==> src/fault_pin_pkg.sv <==
// package: register map, field layout and frame format of the fault-pin mask block
// assumes: serial frames of two bytes, head byte first, msb first
package fault_pin_pkg;

  // register addresses on the serial port
  localparam logic [6:0] MASK_ADDR       = 7'h24;
  localparam logic [6:0] DUMMY_ADDR      = 7'h26;

  // reset value of the mask register
  localparam logic [7:0] MASK_RESET      = 8'hc0;

  // mask and source bit positions
  localparam int         CRC_ERR_BIT     = 7;
  localparam int         POWER_ON_BIT    = 6;
  localparam int         SECONDARY_BIT   = 5;
  localparam int         UPPER_TEMP_BIT  = 4;
  localparam int         LOWER_TEMP_BIT  = 3;
  localparam int         SUPPLY_LOW_BIT  = 2;
  localparam int         SUPPLY_MISS_BIT = 1;
  localparam int         WIRE_BREAK_BIT  = 0;

  // frame layout: head byte {write, addr[6:0]}, then one data byte
  localparam int         FRAME_BITS      = 16;
  localparam int         HEAD_BITS       = 8;
  localparam int         WRITE_FLAG_BIT  = 15;
  localparam logic [7:0] READ_FILL       = 8'h00;

  // one-hot states of the serial frame engine
  typedef enum logic [1:0] {
    ST_IDLE  = 2'b01,
    ST_SHIFT = 2'b10
  } frame_state_e;

endpackage

==> src/fault_pin_mask_block.sv <==
// fault_pin_mask_block: mask register choosing which diagnostics drive the
// field fault pin, plus a dummy address that accepts writes and stores nothing
// assumes: fault sources, latched status and status-read pulse come from
// logic on mclk; the serial port pins come from outside and are synchronised
`timescale 1ns/100ps

module fault_pin_mask_block
  import fault_pin_pkg::*;
(
  input  wire logic       mclk,                     // block clock, 10 MHz
  input  wire logic       reset,                    // synchronous reset, active high
  input  wire logic       spi_cs_n,                 // chip select pin, active low
  input  wire logic       spi_sclk,                 // serial clock pin
  input  wire logic       spi_mosi,                 // serial data in pin
  output logic            spi_miso,                 // serial data out pin
  input  wire logic [7:0] input_states,             // filtered input levels
  input  wire logic [7:0] wire_break_bits,          // per-channel wire-break flags
  input  wire logic [7:0] fault_sources_rt,         // real-time source conditions
  input  wire logic [7:0] first_fault_status,       // latched status bits
  input  wire logic       first_fault_status_read,  // pulse: host read status
  input  wire logic       fault_pin_sticky,         // sticky pin mode select
  output logic            field_fault_pin_n,        // fault pin, active low
  output logic [7:0]      fault_pin_source_mask     // current mask value
);

  logic [7:0]  mask_r;
  logic        hold_r;
  logic        hold_nxt;
  logic        pin_n_r;
  logic        pin_n_nxt;
  logic [7:0]  gated_rt;
  logic [7:0]  head_byte;
  logic        head_done;
  logic        frame_done;
  logic [15:0] frame_word;
  logic [7:0]  tx_second;
  logic        head_write;
  logic [6:0]  head_addr;
  logic        wr_mask;
  logic        wr_dummy;

  function automatic logic any_unmasked(input logic [7:0] src, input logic [7:0] msk);
    any_unmasked = |(src & msk);
  endfunction

  function automatic logic src_on(input logic [7:0] src, input logic [7:0] msk, input int b);
    src_on = src[b] & msk[b];
  endfunction

  ////////////////////////////////////////////////////////////////////////////////
  // serial port
  spi_frame_engine #(
    .BITS       (FRAME_BITS)
  ) u_frame (
    .mclk       (mclk),
    .reset      (reset),
    .spi_cs_n   (spi_cs_n),
    .spi_sclk   (spi_sclk),
    .spi_mosi   (spi_mosi),
    .spi_miso   (spi_miso),
    .tx_first   (input_states),
    .tx_second  (tx_second),
    .head_byte  (head_byte),
    .head_done  (head_done),
    .frame_done (frame_done),
    .frame_word (frame_word)
  );

  assign head_write = head_byte[7];
  assign head_addr  = head_byte[6:0];

  // second byte: mask data on mask reads, READ_FILL on other reads, wire-break bits on every write
  always_comb begin
    if (head_write) begin
      tx_second = wire_break_bits;
    end else if (head_addr == MASK_ADDR) begin
      tx_second = mask_r;
    end else begin
      tx_second = READ_FILL;
    end
  end

  ////////////////////////////////////////////////////////////////////////////////
  // register writes
  assign wr_mask  = frame_done && frame_word[WRITE_FLAG_BIT]
                    && frame_word[14:8] == MASK_ADDR;
  assign wr_dummy = frame_done && frame_word[WRITE_FLAG_BIT]
                    && frame_word[14:8] == DUMMY_ADDR;

  always_ff @(posedge mclk) begin
    if (reset) begin
      mask_r <= MASK_RESET;
    end else if (wr_mask) begin
      mask_r <= frame_word[7:0];
    end
  end
  // dummy address decodes to nothing, so wr_dummy stores no data

  assign fault_pin_source_mask = mask_r;

  ////////////////////////////////////////////////////////////////////////////////
  // fault pin
  always_comb begin
    if (!fault_pin_sticky) begin
      hold_nxt = 1'b0;
    end else if (any_unmasked(first_fault_status, mask_r)) begin
      hold_nxt = 1'b1;
    end else if (first_fault_status_read) begin
      hold_nxt = 1'b0;
    end else begin
      hold_nxt = hold_r;
    end
  end

  always_ff @(posedge mclk) begin
    if (reset) begin
      hold_r <= 1'b0;
    end else begin
      hold_r <= hold_nxt;
    end
  end

  // each mask bit gates its own real-time source onto the pin when fault_pin_sticky is low
  always_comb begin
    gated_rt                  = 8'h00;
    gated_rt[CRC_ERR_BIT]     = src_on(fault_sources_rt, mask_r, CRC_ERR_BIT);
    gated_rt[POWER_ON_BIT]    = src_on(fault_sources_rt, mask_r, POWER_ON_BIT);
    gated_rt[SECONDARY_BIT]   = src_on(fault_sources_rt, mask_r, SECONDARY_BIT);
    gated_rt[UPPER_TEMP_BIT]  = src_on(fault_sources_rt, mask_r, UPPER_TEMP_BIT);
    gated_rt[LOWER_TEMP_BIT]  = src_on(fault_sources_rt, mask_r, LOWER_TEMP_BIT);
    gated_rt[SUPPLY_LOW_BIT]  = src_on(fault_sources_rt, mask_r, SUPPLY_LOW_BIT);
    gated_rt[SUPPLY_MISS_BIT] = src_on(fault_sources_rt, mask_r, SUPPLY_MISS_BIT);
    gated_rt[WIRE_BREAK_BIT]  = src_on(fault_sources_rt, mask_r, WIRE_BREAK_BIT);
  end

  always_comb begin
    if (fault_pin_sticky) begin
      pin_n_nxt = ~hold_nxt;
    end else begin
      pin_n_nxt = ~|gated_rt;
    end
  end

  always_ff @(posedge mclk) begin
    if (reset) begin
      pin_n_r <= 1'b1;
    end else begin
      pin_n_r <= pin_n_nxt;
    end
  end

  assign field_fault_pin_n = pin_n_r;

  ////////////////////////////////////////////////////////////////////////////////
  // assertions
  property p_gate_bit(int b);
    @(posedge mclk) disable iff (reset)
      (!fault_pin_sticky && fault_sources_rt == (8'h01 << b))
      |=> (field_fault_pin_n == !$past(mask_r[b]));
  endproperty

  a_gate_crc:          assert property (p_gate_bit(CRC_ERR_BIT))
    else $error("crc error gating wrong");
  a_gate_power_on:     assert property (p_gate_bit(POWER_ON_BIT))
    else $error("power-on gating wrong");
  a_gate_secondary:    assert property (p_gate_bit(SECONDARY_BIT))
    else $error("secondary summary gating wrong");
  a_gate_upper_temp:   assert property (p_gate_bit(UPPER_TEMP_BIT))
    else $error("upper temperature gating wrong");
  a_gate_lower_temp:   assert property (p_gate_bit(LOWER_TEMP_BIT))
    else $error("lower temperature gating wrong");
  a_gate_supply_low:   assert property (p_gate_bit(SUPPLY_LOW_BIT))
    else $error("supply low gating wrong");
  a_gate_supply_miss:  assert property (p_gate_bit(SUPPLY_MISS_BIT))
    else $error("supply missing gating wrong");
  a_gate_wire_break:   assert property (p_gate_bit(WIRE_BREAK_BIT))
    else $error("wire break gating wrong");

  property p_mask_reset;
    @(posedge mclk)
      $fell(reset) |-> (mask_r == MASK_RESET) && field_fault_pin_n;
  endproperty
  a_mask_reset: assert property (p_mask_reset)
    else $error("mask not at reset value after reset");

  property p_dummy_no_store;
    @(posedge mclk) disable iff (reset)
      wr_dummy |=> $stable(mask_r);
  endproperty
  a_dummy_no_store: assert property (p_dummy_no_store)
    else $error("dummy write changed the mask");

  property p_write_second_byte;
    @(posedge mclk) disable iff (reset)
      head_done && head_write |=> u_frame.tx_r[14:7] == $past(wire_break_bits);
  endproperty
  a_write_second_byte: assert property (p_write_second_byte)
    else $error("write frame does not return wire-break bits");

  property p_nonsticky_or;
    @(posedge mclk) disable iff (reset)
      !fault_pin_sticky ##1 !fault_pin_sticky
      |-> field_fault_pin_n == !$past(|(fault_sources_rt & mask_r));
  endproperty
  a_nonsticky_or: assert property (p_nonsticky_or)
    else $error("pin does not follow unmasked real-time sources");

  property p_sticky_holds;
    @(posedge mclk) disable iff (reset)
      fault_pin_sticky && |(first_fault_status & mask_r)
      ##1 (fault_pin_sticky && !first_fault_status_read)[*2]
      |-> !field_fault_pin_n;
  endproperty
  a_sticky_holds: assert property (p_sticky_holds)
    else $error("sticky pin released without a status read");

  property p_sticky_release;
    @(posedge mclk) disable iff (reset)
      fault_pin_sticky && first_fault_status_read
      && !(|(first_fault_status & mask_r))
      |=> field_fault_pin_n;
  endproperty
  a_sticky_release: assert property (p_sticky_release)
    else $error("sticky pin not released after status read");

  property p_mask_write;
    @(posedge mclk) disable iff (reset)
      wr_mask |=> mask_r == $past(frame_word[7:0]) ##1 1'b1;
  endproperty
  a_mask_write: assert property (p_mask_write)
    else $error("mask did not take written value");

  property p_mask_readback;
    @(posedge mclk) disable iff (reset)
      head_done && !head_write && head_addr == MASK_ADDR
      |=> u_frame.tx_r[14:7] == $past(mask_r);
  endproperty
  a_mask_readback: assert property (p_mask_readback)
    else $error("mask read returns wrong data");

  property p_mask_hold;
    @(posedge mclk) disable iff (reset)
      !wr_mask |=> $stable(mask_r);
  endproperty
  a_mask_hold: assert property (p_mask_hold)
    else $error("mask changed without a mask write");

  property p_full_frame;
    @(posedge mclk) disable iff (reset)
      wr_mask |-> u_frame.cnt_r == FRAME_BITS;
  endproperty
  a_full_frame: assert property (p_full_frame)
    else $error("mask written by a frame of wrong length");

  property p_first_byte;
    @(posedge mclk) disable iff (reset)
      u_frame.start |=> u_frame.tx_r[15:8] == $past(input_states);
  endproperty
  a_first_byte: assert property (p_first_byte)
    else $error("frame does not start with the input states");

  property p_dummy_read_fill;
    @(posedge mclk) disable iff (reset)
      head_done && !head_write && head_addr == DUMMY_ADDR
      |=> u_frame.tx_r[14:7] == READ_FILL;
  endproperty
  a_dummy_read_fill: assert property (p_dummy_read_fill)
    else $error("dummy read returns stored data");

  property p_sticky_set;
    @(posedge mclk) disable iff (reset)
      fault_pin_sticky && |(first_fault_status & mask_r) |=> !field_fault_pin_n;
  endproperty
  a_sticky_set: assert property (p_sticky_set)
    else $error("sticky pin not asserted by unmasked status");

  property p_sticky_quiet;
    @(posedge mclk) disable iff (reset)
      fault_pin_sticky && !hold_r && !(|(first_fault_status & mask_r))
      |=> field_fault_pin_n;
  endproperty
  a_sticky_quiet: assert property (p_sticky_quiet)
    else $error("sticky pin asserted without unmasked status");

  c_mask_write:   cover property (@(posedge mclk) disable iff (reset) wr_mask);
  c_dummy_write:  cover property (@(posedge mclk) disable iff (reset) wr_dummy);
  c_mask_read:    cover property (@(posedge mclk) disable iff (reset)
                    head_done && !head_write && head_addr == MASK_ADDR);
  c_sticky_clear: cover property (@(posedge mclk) disable iff (reset)
                    hold_r ##1 !hold_r);
  c_set_beats_read: cover property (@(posedge mclk) disable iff (reset)
                    fault_pin_sticky && first_fault_status_read && |(first_fault_status & mask_r));

endmodule // fault_pin_mask_block

==> src/spi_frame_engine.sv <==
// spi_frame_engine: serial slave shifter, mode 0, msb first, two-byte frames
// assumes: chip select, clock and data arrive from pins, sclk far slower than mclk
`timescale 1ns/100ps

module spi_frame_engine
  import fault_pin_pkg::*;
#(
  parameter int BITS = FRAME_BITS          // bits per frame
) (
  input  wire logic              mclk,        // block clock
  input  wire logic              reset,       // synchronous reset, active high
  input  wire logic              spi_cs_n,    // chip select pin, active low
  input  wire logic              spi_sclk,    // serial clock pin
  input  wire logic              spi_mosi,    // serial data in pin
  output logic                   spi_miso,    // serial data out pin
  input  wire logic [7:0]        tx_first,    // byte sent during head byte
  input  wire logic [7:0]        tx_second,   // byte sent during data byte
  output logic [7:0]             head_byte,   // head byte as it completes
  output logic                   head_done,   // pulse at last head bit sample
  output logic                   frame_done,  // pulse after a complete frame
  output logic [BITS-1:0]        frame_word   // received frame
);

  localparam int CW = $clog2(BITS + 1);

  logic cs_meta_r, cs_sync_r, cs_prev_r;
  logic ck_meta_r, ck_sync_r, ck_prev_r;
  logic di_meta_r, di_sync_r;
  frame_state_e state_r;
  logic [CW-1:0]   cnt_r;
  logic [BITS-1:0] rx_r;
  logic [BITS-1:0] tx_r;
  logic            done_r;
  logic [BITS-1:0] word_r;
  logic            start, stop, rise, fall;

  ////////////////////////////////////////////////////////////////////////////////
  // two-flop synchronisers; the first stage is not read, the second stage and the prev flops on cs and sclk are
  always_ff @(posedge mclk) begin
    if (reset) begin
      cs_meta_r <= 1'b1;
      cs_sync_r <= 1'b1;
      cs_prev_r <= 1'b1;
      ck_meta_r <= 1'b0;
      ck_sync_r <= 1'b0;
      ck_prev_r <= 1'b0;
      di_meta_r <= 1'b0;
      di_sync_r <= 1'b0;
    end else begin
      cs_meta_r <= spi_cs_n;
      cs_sync_r <= cs_meta_r;
      cs_prev_r <= cs_sync_r;
      ck_meta_r <= spi_sclk;
      ck_sync_r <= ck_meta_r;
      ck_prev_r <= ck_sync_r;
      di_meta_r <= spi_mosi;
      di_sync_r <= di_meta_r;
    end
  end

  assign start = cs_prev_r & ~cs_sync_r;
  assign stop  = ~cs_prev_r & cs_sync_r;
  assign rise  = ~cs_sync_r & ck_sync_r & ~ck_prev_r;
  assign fall  = ~cs_sync_r & ~ck_sync_r & ck_prev_r;

  ////////////////////////////////////////////////////////////////////////////////
  // frame state and bit count
  always_ff @(posedge mclk) begin
    if (reset) begin
      state_r <= ST_IDLE;
      cnt_r   <= '0;
    end else begin
      case (state_r)
        ST_IDLE: begin
          cnt_r <= '0;
          if (start) begin
            state_r <= ST_SHIFT;
          end
        end
        ST_SHIFT: begin
          if (stop) begin
            state_r <= ST_IDLE;
          end else if (rise && cnt_r != CW'(BITS)) begin
            cnt_r <= cnt_r + 1'b1;
          end
        end
        default: begin
          state_r <= ST_IDLE;
          cnt_r   <= '0;
        end
      endcase
    end
  end

  ////////////////////////////////////////////////////////////////////////////////
  // receive on rising edge, transmit changes on falling edge
  always_ff @(posedge mclk) begin
    if (reset) begin
      rx_r <= '0;
      tx_r <= '0;
    end else if (start) begin
      rx_r <= '0;
      tx_r <= {tx_first, {(BITS-8){1'b0}}};
    end else if (state_r == ST_SHIFT && rise) begin
      rx_r <= {rx_r[BITS-2:0], di_sync_r};
      if (cnt_r == CW'(HEAD_BITS - 1)) begin
        tx_r <= {tx_r[BITS-1], tx_second, {(BITS-9){1'b0}}};
      end
    end else if (state_r == ST_SHIFT && fall) begin
      tx_r <= {tx_r[BITS-2:0], 1'b0};
    end else if (state_r == ST_IDLE) begin
      tx_r <= '0;
    end
  end

  always_ff @(posedge mclk) begin
    if (reset) begin
      done_r <= 1'b0;
      word_r <= '0;
    end else begin
      done_r <= stop && state_r == ST_SHIFT && cnt_r == CW'(BITS);
      if (stop) begin
        word_r <= rx_r;
      end
    end
  end

  assign head_byte  = {rx_r[6:0], di_sync_r};
  assign head_done  = state_r == ST_SHIFT && rise && cnt_r == CW'(HEAD_BITS - 1);
  assign spi_miso   = tx_r[BITS-1];
  assign frame_done = done_r;
  assign frame_word = word_r;

endmodule // spi_frame_engine

==> config.mk <==
export PLATFORM = sky130hd
export DESIGN_NAME = fault_pin_mask_block
export DESIGN_NICKNAME = d
export VERILOG_FILES = /design/src/fault_pin_pkg.sv /design/src/fault_pin_mask_block.sv /design/src/spi_frame_engine.sv
export SDC_FILE = /design/constraint.sdc
export NUM_CORES = 1
export LEC_CHECK = 0
export ABC_AREA = 1
export BUFFER_PORTS_ARGS = -buffer_cell sky130_fd_sc_hd__clkbuf_2
export CORE_ASPECT_RATIO = 0.7
export CORE_UTILIZATION = 34
export CTS_BUF_LIST = sky130_fd_sc_hd__clkbuf_16
export DETAILED_ROUTE_END_ITERATION = 7
export GPL_ROUTABILITY_DRIVEN = 0
export SYNTH_ARGS = -nofsm -noshare
export SYNTH_HDL_FRONTEND = slang
export SYNTH_HIERARCHICAL = 1
export SYNTH_SLANG_ARGS = --single-unit
export TNS_END_PERCENT = 20
==> constraint.sdc <==
create_clock -name mclk -period 1.4 [get_ports mclk]
set_input_delay 0.14 -clock mclk [delete_from_list [all_inputs] [get_ports mclk]]
set_output_delay 0.14 -clock mclk [all_outputs]
set_load 0.05 [all_outputs]
==> metrics, run 1 <==
worst skew pair latency=0.33 ns; Max VDD drop=0.632 mV; startpoint types=flop; design area=4010 sq um; top fanout value on the critical path=8; initial core utilization=0.351; vias in the first global route=2,811; CP Capture Type=flop; CP Data Arrival Time=1.58 ns; CTS Buffer Depth=2; DRC viols=2; most common cell after layout, fill and taps aside=nand2_1; Top Ports=49; Die Ht=83.0 um; DIE AREA=9760 sq um; synthesized area=3180 sq um; failing checks=DRC; Max H-tree Level=3; RSZ-0062 raised after global routing=yes; Critical R2R Launch=u_frame/cs_sync_r; Yosys warnings=6; row count=29; Seq pwr share=0.456; synthesized instance count=453; nets=561; max incr delay on CP=0.37 ns; post-DP HPWL=5620 um; maxcap violations=0; vias per cell=4.68; status=finished with violations; P_int=3.39 mW; placed cell area=3620 sq um; Pleak=1.90 nW; GRT Util Overall=0.168; syn avg cell area=7.03 sq um; most frequent cells in the layout=103 x nand2_1, 93 x nor2_1, 65 x dfxtp_1, 48 x clkbuf_2, 38 x o21ai_0; first-pass GRT wire length=13,300 um; final core occ=0.442; final max-slew violation count=0; CTS Sinks=67; drt first pass iters=7; core area=9070 sq um; Hold Path Origin=spi_mosi; power share of the clock group=0.486; Max-slew headroom=0.742; Crit-path slowest cell=dfxtp_1; CTS tree=built; Tmin final=1.36 ns; port bufs=48; CP Class=reg -> reg; Layout Cells excl Fill=648; part of the cycle the worst path needs=0.969; synth-to-layout area growth=26.0%; cell count after placement=627; Worst EP required=1.62 ns; Routed Antenna Nets=0; Initial DRC Count=188; n_diodes=0; # setup viols final=0; fmax=0.737 GHz; Num CTS Buffers=9; Routed WL=7920 um; pwr/cell area=1070 nW/um^2; layout cells sized above 1=0.240; switching share of power=0.215; largest net degree at the start of global routing=18; die width=118 um; Worst Hold Class=in -> reg; initial antenna violation count=0; critical path's top delay family=simple AND/OR/NAND/NOR gates; Filler cells=942; Fin Clk Skew=0.00587 ns; Worst-path clk slew=0.05 ns; P_sw=926 uW; Least-Margin Pin Slew=0.386 ns; GRT overflow=0; via count=3,035; Syn Nets=494; routed len/inst=12.2 um; root buf cell=clkbuf_16; Cell Chain, Critical Path=inv_2, nand2_1, nor2_4, buf_12, nand2_4, nor2_1, a21oi_1, o21a_1; Comb pwr share=0.057; final-report hold violation count=0; worst path bufs/invs=2; crit path launch=u_frame/cs_sync_r
==> state kept, by name (all words and copies together), names as in the netlist <==
name,flops
u_frame/cs_meta_r,1
u_frame/di_sync_r,1
u_frame/cs_prev_r,1
u_frame/state_r,2
u_frame/frame_word,16
u_frame/di_meta_r,1
u_frame/rx_r,16
u_frame/frame_done,1
field_fault_pin_n,1
u_frame/cs_sync_r,1
u_frame/tx_r,9
hold_r,1
u_frame/ck_prev_r,1
u_frame/cnt_r,5
u_frame/ck_sync_r,1
u_frame/ck_meta_r,1
fault_pin_source_mask,8
==> area by class of cell <==
type / count / area [sq um] / area share
clock buffer: 9 / 225 / 0.0561
inverter: 41 / 156 / 0.0390
sequential: 67 / 1340 / 0.335
tap: 124 / 155 / 0.0387
multi-input combinational: 326 / 1600 / 0.400
clock inverter: 6 / 50.0 / 0.0125
timing repair buffer: 75 / 477 / 0.119
==> final timing paths <==
kind	end	slack, ns	depth (start not counted)
worst max-delay path	u_frame/cnt_r[3]	0.04	8
worst min-delay path	u_frame/di_meta_r	0.007	3
worst max register to register	u_frame/cnt_r[3]	0.04	8
worst min register to register	u_frame/ck_sync_r	0.40	2
==> per-layer routing <==
layer	vias up	routed length (um)	GRT usage
met1	1351	4060	0.232
met3	6	457	0.0543
met2	99	3370	0.255
met5	-	0	0
met4	0	39	0.0326
li1	1579	-	-
==> stage by stage <==
| step | TNS, ns | setup WS, ns | power (mW) | hold slack, ns |
|---|---|---|---|---|
| after CTS | 0 | 0.0134 | 4.36 | 0.00214 |
| final | 0 | 0.0432 | 4.31 | 0.00682 |
| after global routing | -0.579 | -0.0942 | 4.48 | 0.0169 |
| after global placement | -0.000699 | -0.000699 | 2.24 | 0.326 |
| after detailed placement | -0.181 | -0.0763 | 2.25 | 0.325 |
| after floorplan | 0 | 0.0267 | 2.14 | 0.209 |
==> timing repair <==
item                                   4_1_cts  5_1_grt
setup endpoints to repair                    7       12
setup buffers                                1        2
endpoints found under the hold margin        2        0
hold buffers                                 2        0
gates cloned                                 0        1
resized for setup                            3       16
pin swaps                                    0        3
==> power by group through the flow <==
stage | clock network (mW) | registers (mW) | logic (mW)
5_1_grt | 2.24 | 1.97 | 0.276
3_3_place_gp | 0 | 2.01 | 0.235
2_1_floorplan | 0 | 2.01 | 0.127
4_1_cts | 2.15 | 1.97 | 0.246
6_report | 2.10 | 1.97 | 0.247
3_5_place_dp | 0 | 2.01 | 0.239
==> worst min-delay path: stages <==
cell and delay [ns]:
clkbuf_2 0.08, inv_1 0.04, nor2_1 0.03
Note: power is estimated with default switching activity, not from simulation.
==> run 2, diff against run 1 <==
BUFFER_PORTS_ARGS = -buffer_cell sky130_fd_sc_hd__buf_2   (was -buffer_cell sky130_fd_sc_hd__clkbuf_2)
==> metrics, run 2 (same netlist as run 1, synthesis figures left out) <==
# setup viols final=0 (unchanged); maxcap violations=0 (unchanged); largest net degree at the start of global routing=20 (was 18); Worst Hold Class=in -> reg (unchanged); pwr/cell area=1080 nW/um^2 (was 1070 nW/um^2); vias per cell=4.77 (was 4.68); via count=3,077 (was 3,035); fmax=0.739 GHz (was 0.737 GHz); failing checks=DRC (unchanged); top fanout value on the critical path=8 (unchanged); first-pass GRT wire length=13,200 um (was 13,300 um); Max VDD drop=0.665 mV (was 0.632 mV); Top Ports=49 (unchanged); CTS Buffer Depth=2 (unchanged); Initial DRC Count=341 (was 188); root buf cell=clkbuf_16 (unchanged); Tmin final=1.35 ns (was 1.36 ns); part of the cycle the worst path needs=0.966 (was 0.969); DIE AREA=9760 sq um (unchanged); GRT overflow=0 (unchanged); Filler cells=933 (was 942); routed len/inst=12.2 um (about the same); final max-slew violation count=0 (unchanged); Num CTS Buffers=9 (unchanged); CTS Sinks=67 (unchanged); startpoint types=flop (unchanged); CTS tree=built (unchanged); initial core utilization=0.351 (unchanged); Routed Antenna Nets=0 (unchanged); worst skew pair latency=0.33 ns (about the same); initial antenna violation count=0 (unchanged); CP Class=reg -> reg (unchanged); Pleak=1.89 nW (was 1.90 nW); Least-Margin Pin Slew=0.429 ns (was 0.386 ns); post-DP HPWL=5540 um (was 5620 um); die width=118 um (unchanged); layout cells sized above 1=0.246 (was 0.240); DRC viols=2 (unchanged); CP Capture Type=flop (unchanged); vias in the first global route=2,859 (was 2,811); Fin Setup TNS=0 ns (unchanged); core area=9070 sq um (unchanged); most frequent cells in the layout=101 x nand2_1, 93 x nor2_1, 66 x dfxtp_1, 48 x buf_2, 36 x o21ai_0 (was 103 x nand2_1, 93 x nor2_1, 65 x dfxtp_1, 48 x clkbuf_2, 38 x o21ai_0); Fin Clk Skew=0.00572 ns (was 0.00587 ns); post-route setup slack=0.0471 ns (was 0.0432 ns); Max-slew headroom=0.713 (was 0.742); nets=559 (was 561); Worst-path clk slew=0.05 ns (about the same); Die Ht=83.0 um (unchanged); n_diodes=0 (unchanged); Max H-tree Level=3 (unchanged); port bufs=48 (unchanged); Worst EP required=1.67 ns (was 1.62 ns); drt first pass iters=7 (unchanged); row count=29 (unchanged); RSZ-0062 raised after global routing=yes (unchanged); status=finished with violations (unchanged); Routed WL=7900 um (was 7920 um); CP Data Arrival Time=1.62 ns (was 1.58 ns); setup slack at placement=-0.0408 ns (was -0.0763 ns); synth-to-layout area growth=25.6% (was 26.0%); final-report hold violation count=0 (unchanged); GRT Util Overall=0.169 (was 0.168); most common cell after layout, fill and taps aside=nand2_1 (unchanged)
==> run 2: changes by cell type in the layout (fill, tap and decap cells not counted), sizes merged <==
cell         change
buf             +48
inv              -1
nand2            -1
dlygate4sd3      -1
clkbuf          -48
==> run 2: timing repair <==
action,CTS,global route
hold buffers,1,0
setup endpoints to repair,5,10
hold endpoints to repair,1,0
pin swaps,1,4
setup buffers,1,3
gates cloned,0,0
resized for setup,3,20
==> run 2: where the power goes <==
part	switching, mW	total [mW]	internal (mW)	leakage (nW)
combinational	0.144	0.248	0.104	1.21
sequential	0.0235	1.97	1.95	0.543
clock	0.773	2.11	1.34	0.140
==> run 2: final cells by class <==
type | instances | area [sq um] | area share
flip-flops and latches | 67 | 1340 | 0.336
inverters | 41 | 156 | 0.0391
clock buffers | 9 | 225 | 0.0564
multi-input cells | 325 | 1600 | 0.401
clock inverters | 5 | 47.5 | 0.0119
well taps | 124 | 155 | 0.0388
repair buffers | 74 | 467 | 0.117
==> run 2: path summary, 6_finish.rpt <==
kind,start,to,slack (ns),cells past startpoint
min,spi_sclk,u_frame/ck_meta_r,0.02,3
max,u_frame/rx_r[0],u_frame/tx_r[9],0.05,10
max reg2reg,u_frame/rx_r[0],u_frame/tx_r[9],0.05,10
min reg2reg,u_frame/ck_meta_r,u_frame/ck_sync_r,0.40,2
==> run 2: stage by stage <==
| step | area, sq um | power, mW | cells | hold slack [ns] | util |
|---|---|---|---|---|---|
| 2_1_floorplan | 3180 | 2.14 | 453 | 0.209 | - |
| 3_3_place_gp | 3620 | 2.24 | 626 | 0.326 | 0.399 |
| 3_5_place_dp | 3620 | 2.25 | 626 | 0.324 | 0.399 |
| 4_1_cts | 3910 | 4.37 | 642 | 0.00519 | 0.431 |
| 5_1_grt | 4000 | 4.49 | 645 | 0.0193 | 0.441 |
| 6_report | 4000 | 4.33 | 645 | 0.0164 | 0.441 |
==> run 2: metal layers <==
layer  GRT usage  up-vias  part of all wire
li1            -     1569                 -
met1       0.230     1380              0.49
met2       0.250      116              0.42
met3      0.0652       12             0.077
met4      0.0420        0             0.013
met5           0        -                 0
==> run 2: critical path, cell delays in order (launching register included) <==
cell and delay [ns]:
dfxtp_1 0.30, nor2_1 0.11, nand4_1 0.11, buf_6 0.16, o21ai_1 0.13, nand3_1 0.10
nand2_1 0.09, nand2_1 0.06, nand2_1 0.06, nand2_1 0.05, a21oi_2 0.10
==> run 3, diff against run 2 <==
CORE_UTILIZATION = 51   (was 34)
PLACE_DENSITY = 0.76   (was unset)
clock period = 1.2 ns   (was 1.4 ns; I/O delays follow)
==> metrics, run 3 (same netlist as run 1, synthesis figures left out) <==
status=finished with violations (unchanged); failing checks=setup timing (was DRC); GRT overflow=0 (unchanged); via count=3,137 (was 3,077); row count=23 (was 29); Hold Path Origin=fault_pin_sticky (was spi_sclk); post-DP HPWL=5340 um (was 5540 um); Register Area=1360 sq um (was 1340 sq um); CTS Buffer Depth=2 (unchanged); layout cells sized above 1=0.293 (was 0.246); Max VDD drop=0.881 mV (was 0.665 mV); Worst Hold Class=in -> reg (unchanged); Tmin final=1.36 ns (was 1.35 ns); die width=96.4 um (was 118 um); worst skew pair latency=0.33 ns (about the same); nets=569 (was 559); Num CTS Buffers=9 (unchanged); setup slack at placement=-0.259 ns (was -0.0408 ns); Max H-tree Level=3 (unchanged); Worst EP required=1.47 ns (was 1.67 ns); initial antenna violation count=0 (unchanged); top fanout value on the critical path=8 (unchanged); routed len/inst=12.9 um (was 12.2 um); fmax=0.734 GHz (was 0.739 GHz); part of the cycle the worst path needs=1.14 (was 0.966); n_diodes=0 (unchanged); DIE AREA=6570 sq um (was 9760 sq um); largest net degree at the start of global routing=18 (was 20); Worst-path clk slew=0.06 ns (was 0.05 ns); Top Ports=49 (unchanged); initial core utilization=0.542 (was 0.351); design area=4070 sq um (was 4000 sq um); multi-input logic area=1620 sq um (was 1600 sq um); DRC viols=0 (was 2); most common cell after layout, fill and taps aside=nand2_1 (unchanged); vias in the first global route=2,760 (was 2,859); synth-to-layout area growth=27.9% (was 25.6%); GRT Util Overall=0.247 (was 0.169); Die Ht=68.1 um (was 83.0 um); # setup viols final=21 (was 0); CP Class=reg -> reg (unchanged); core area=5870 sq um (was 9070 sq um); drt first pass iters=5 (was 7); CP Data Arrival Time=1.63 ns (was 1.62 ns); placed cell area=3660 sq um (was 3620 sq um); Fin Clk Skew=0.00593 ns (was 0.00572 ns); post-route setup slack=-0.163 ns (was 0.0471 ns); final-report hold violation count=0 (unchanged); startpoint types=flop (unchanged); RSZ-0062 raised after global routing=yes (unchanged); Pleak=1.96 nW (was 1.89 nW); final max-slew violation count=0 (unchanged); pwr/cell area=1260 nW/um^2 (was 1080 nW/um^2); port bufs=48 (unchanged); root buf cell=clkbuf_16 (unchanged); Routed WL=7820 um (was 7900 um); Critical R2R Launch=u_frame/rx_r[0] (unchanged); Initial DRC Count=137 (was 341); maxcap violations=0 (unchanged); most frequent cells in the layout=102 x nand2_1, 90 x nor2_1, 52 x dfxtp_1, 47 x buf_2, 35 x o21ai_0 (was 101 x nand2_1, 93 x nor2_1, 66 x dfxtp_1, 48 x buf_2, 36 x o21ai_0); vias per cell=5.16 (was 4.77); Filler cells=480 (was 933); Routed Antenna Nets=0 (unchanged); crit path launch=u_frame/rx_r[0] (unchanged); CTS Sinks=67 (unchanged); Least-Margin Pin Slew=0.373 ns (was 0.429 ns); first-pass GRT wire length=12,200 um (was 13,200 um); Final Power=5.13 mW (was 4.33 mW); CTS tree=built (unchanged); Max-slew headroom=0.750 (was 0.713); CP Capture Type=flop (unchanged)
run 3: routing by layer:
layer  up-vias  track usage  part of all wire
li1       1595            -                 -
met1      1419        0.303              0.47
met3        15       0.0700             0.066
met5         -            0                 0
met2       108        0.420              0.45
met4         0       0.0846             0.014
run 3: what timing repair did:
| action | in CTS | in global routing |
|---|---|---|
| endpoints found under the hold margin | 3 | 0 |
| resized for setup | 13 | 21 |
| hold buffers | 3 | 0 |
| cloned | 0 | 0 |
| setup endpoints to repair | 35 | 39 |
| pin swaps | 7 | 8 |
| buffers inserted | 1 | 1 |
run 3: worst max-delay path: stages, from the launching register on:
cell and delay, ns:
dfxtp_2 0.33, nor2_4 0.11, nand4_1 0.13, buf_6 0.17, o21ai_2 0.12, nand3_1 0.09
nand2_1 0.08, nand2_1 0.05, nand2_1 0.07, nand2_1 0.05, a21oi_2 0.10
run 3: area by class of cell:
class / count / share of cell area
Timing Repair Buffer: 84 / 0.137
Tap cell: 75 / 0.0230
Clock inverter: 7 / 0.0148
Clock buffer: 9 / 0.0553
Multi-Input combinational cell: 325 / 0.398
Sequential cell: 67 / 0.334
Inverter: 41 / 0.0384
run 3: per-stage QoR:
stage          hold WS [ns]  utilization  setup TNS, ns  cells
6_report             0.0334        0.694          -1.31    608
2_1_floorplan         0.189            -          -1.13    453
3_5_place_dp          0.307        0.623          -2.08    587
4_1_cts              0.0325        0.682          -2.12    607
3_3_place_gp          0.301        0.623          -1.25    587
5_1_grt              0.0423        0.694          -4.65    608
run 3: worst paths after layout:
kind | slack (ns) | depth (start not counted) | end
worst max register to register | -0.16 | 10 | u_frame/tx_r[10]
worst max-delay path | -0.16 | 10 | u_frame/tx_r[10]
worst min register to register | 0.41 | 1 | u_frame/cs_sync_r
worst min-delay path | 0.03 | 3 | hold_r
run 3: power breakdown:
part	internal (mW)	switching, mW
logic	0.134	0.174
registers	2.27	0.0284
clock network	1.58	0.941
total	3.98	1.14
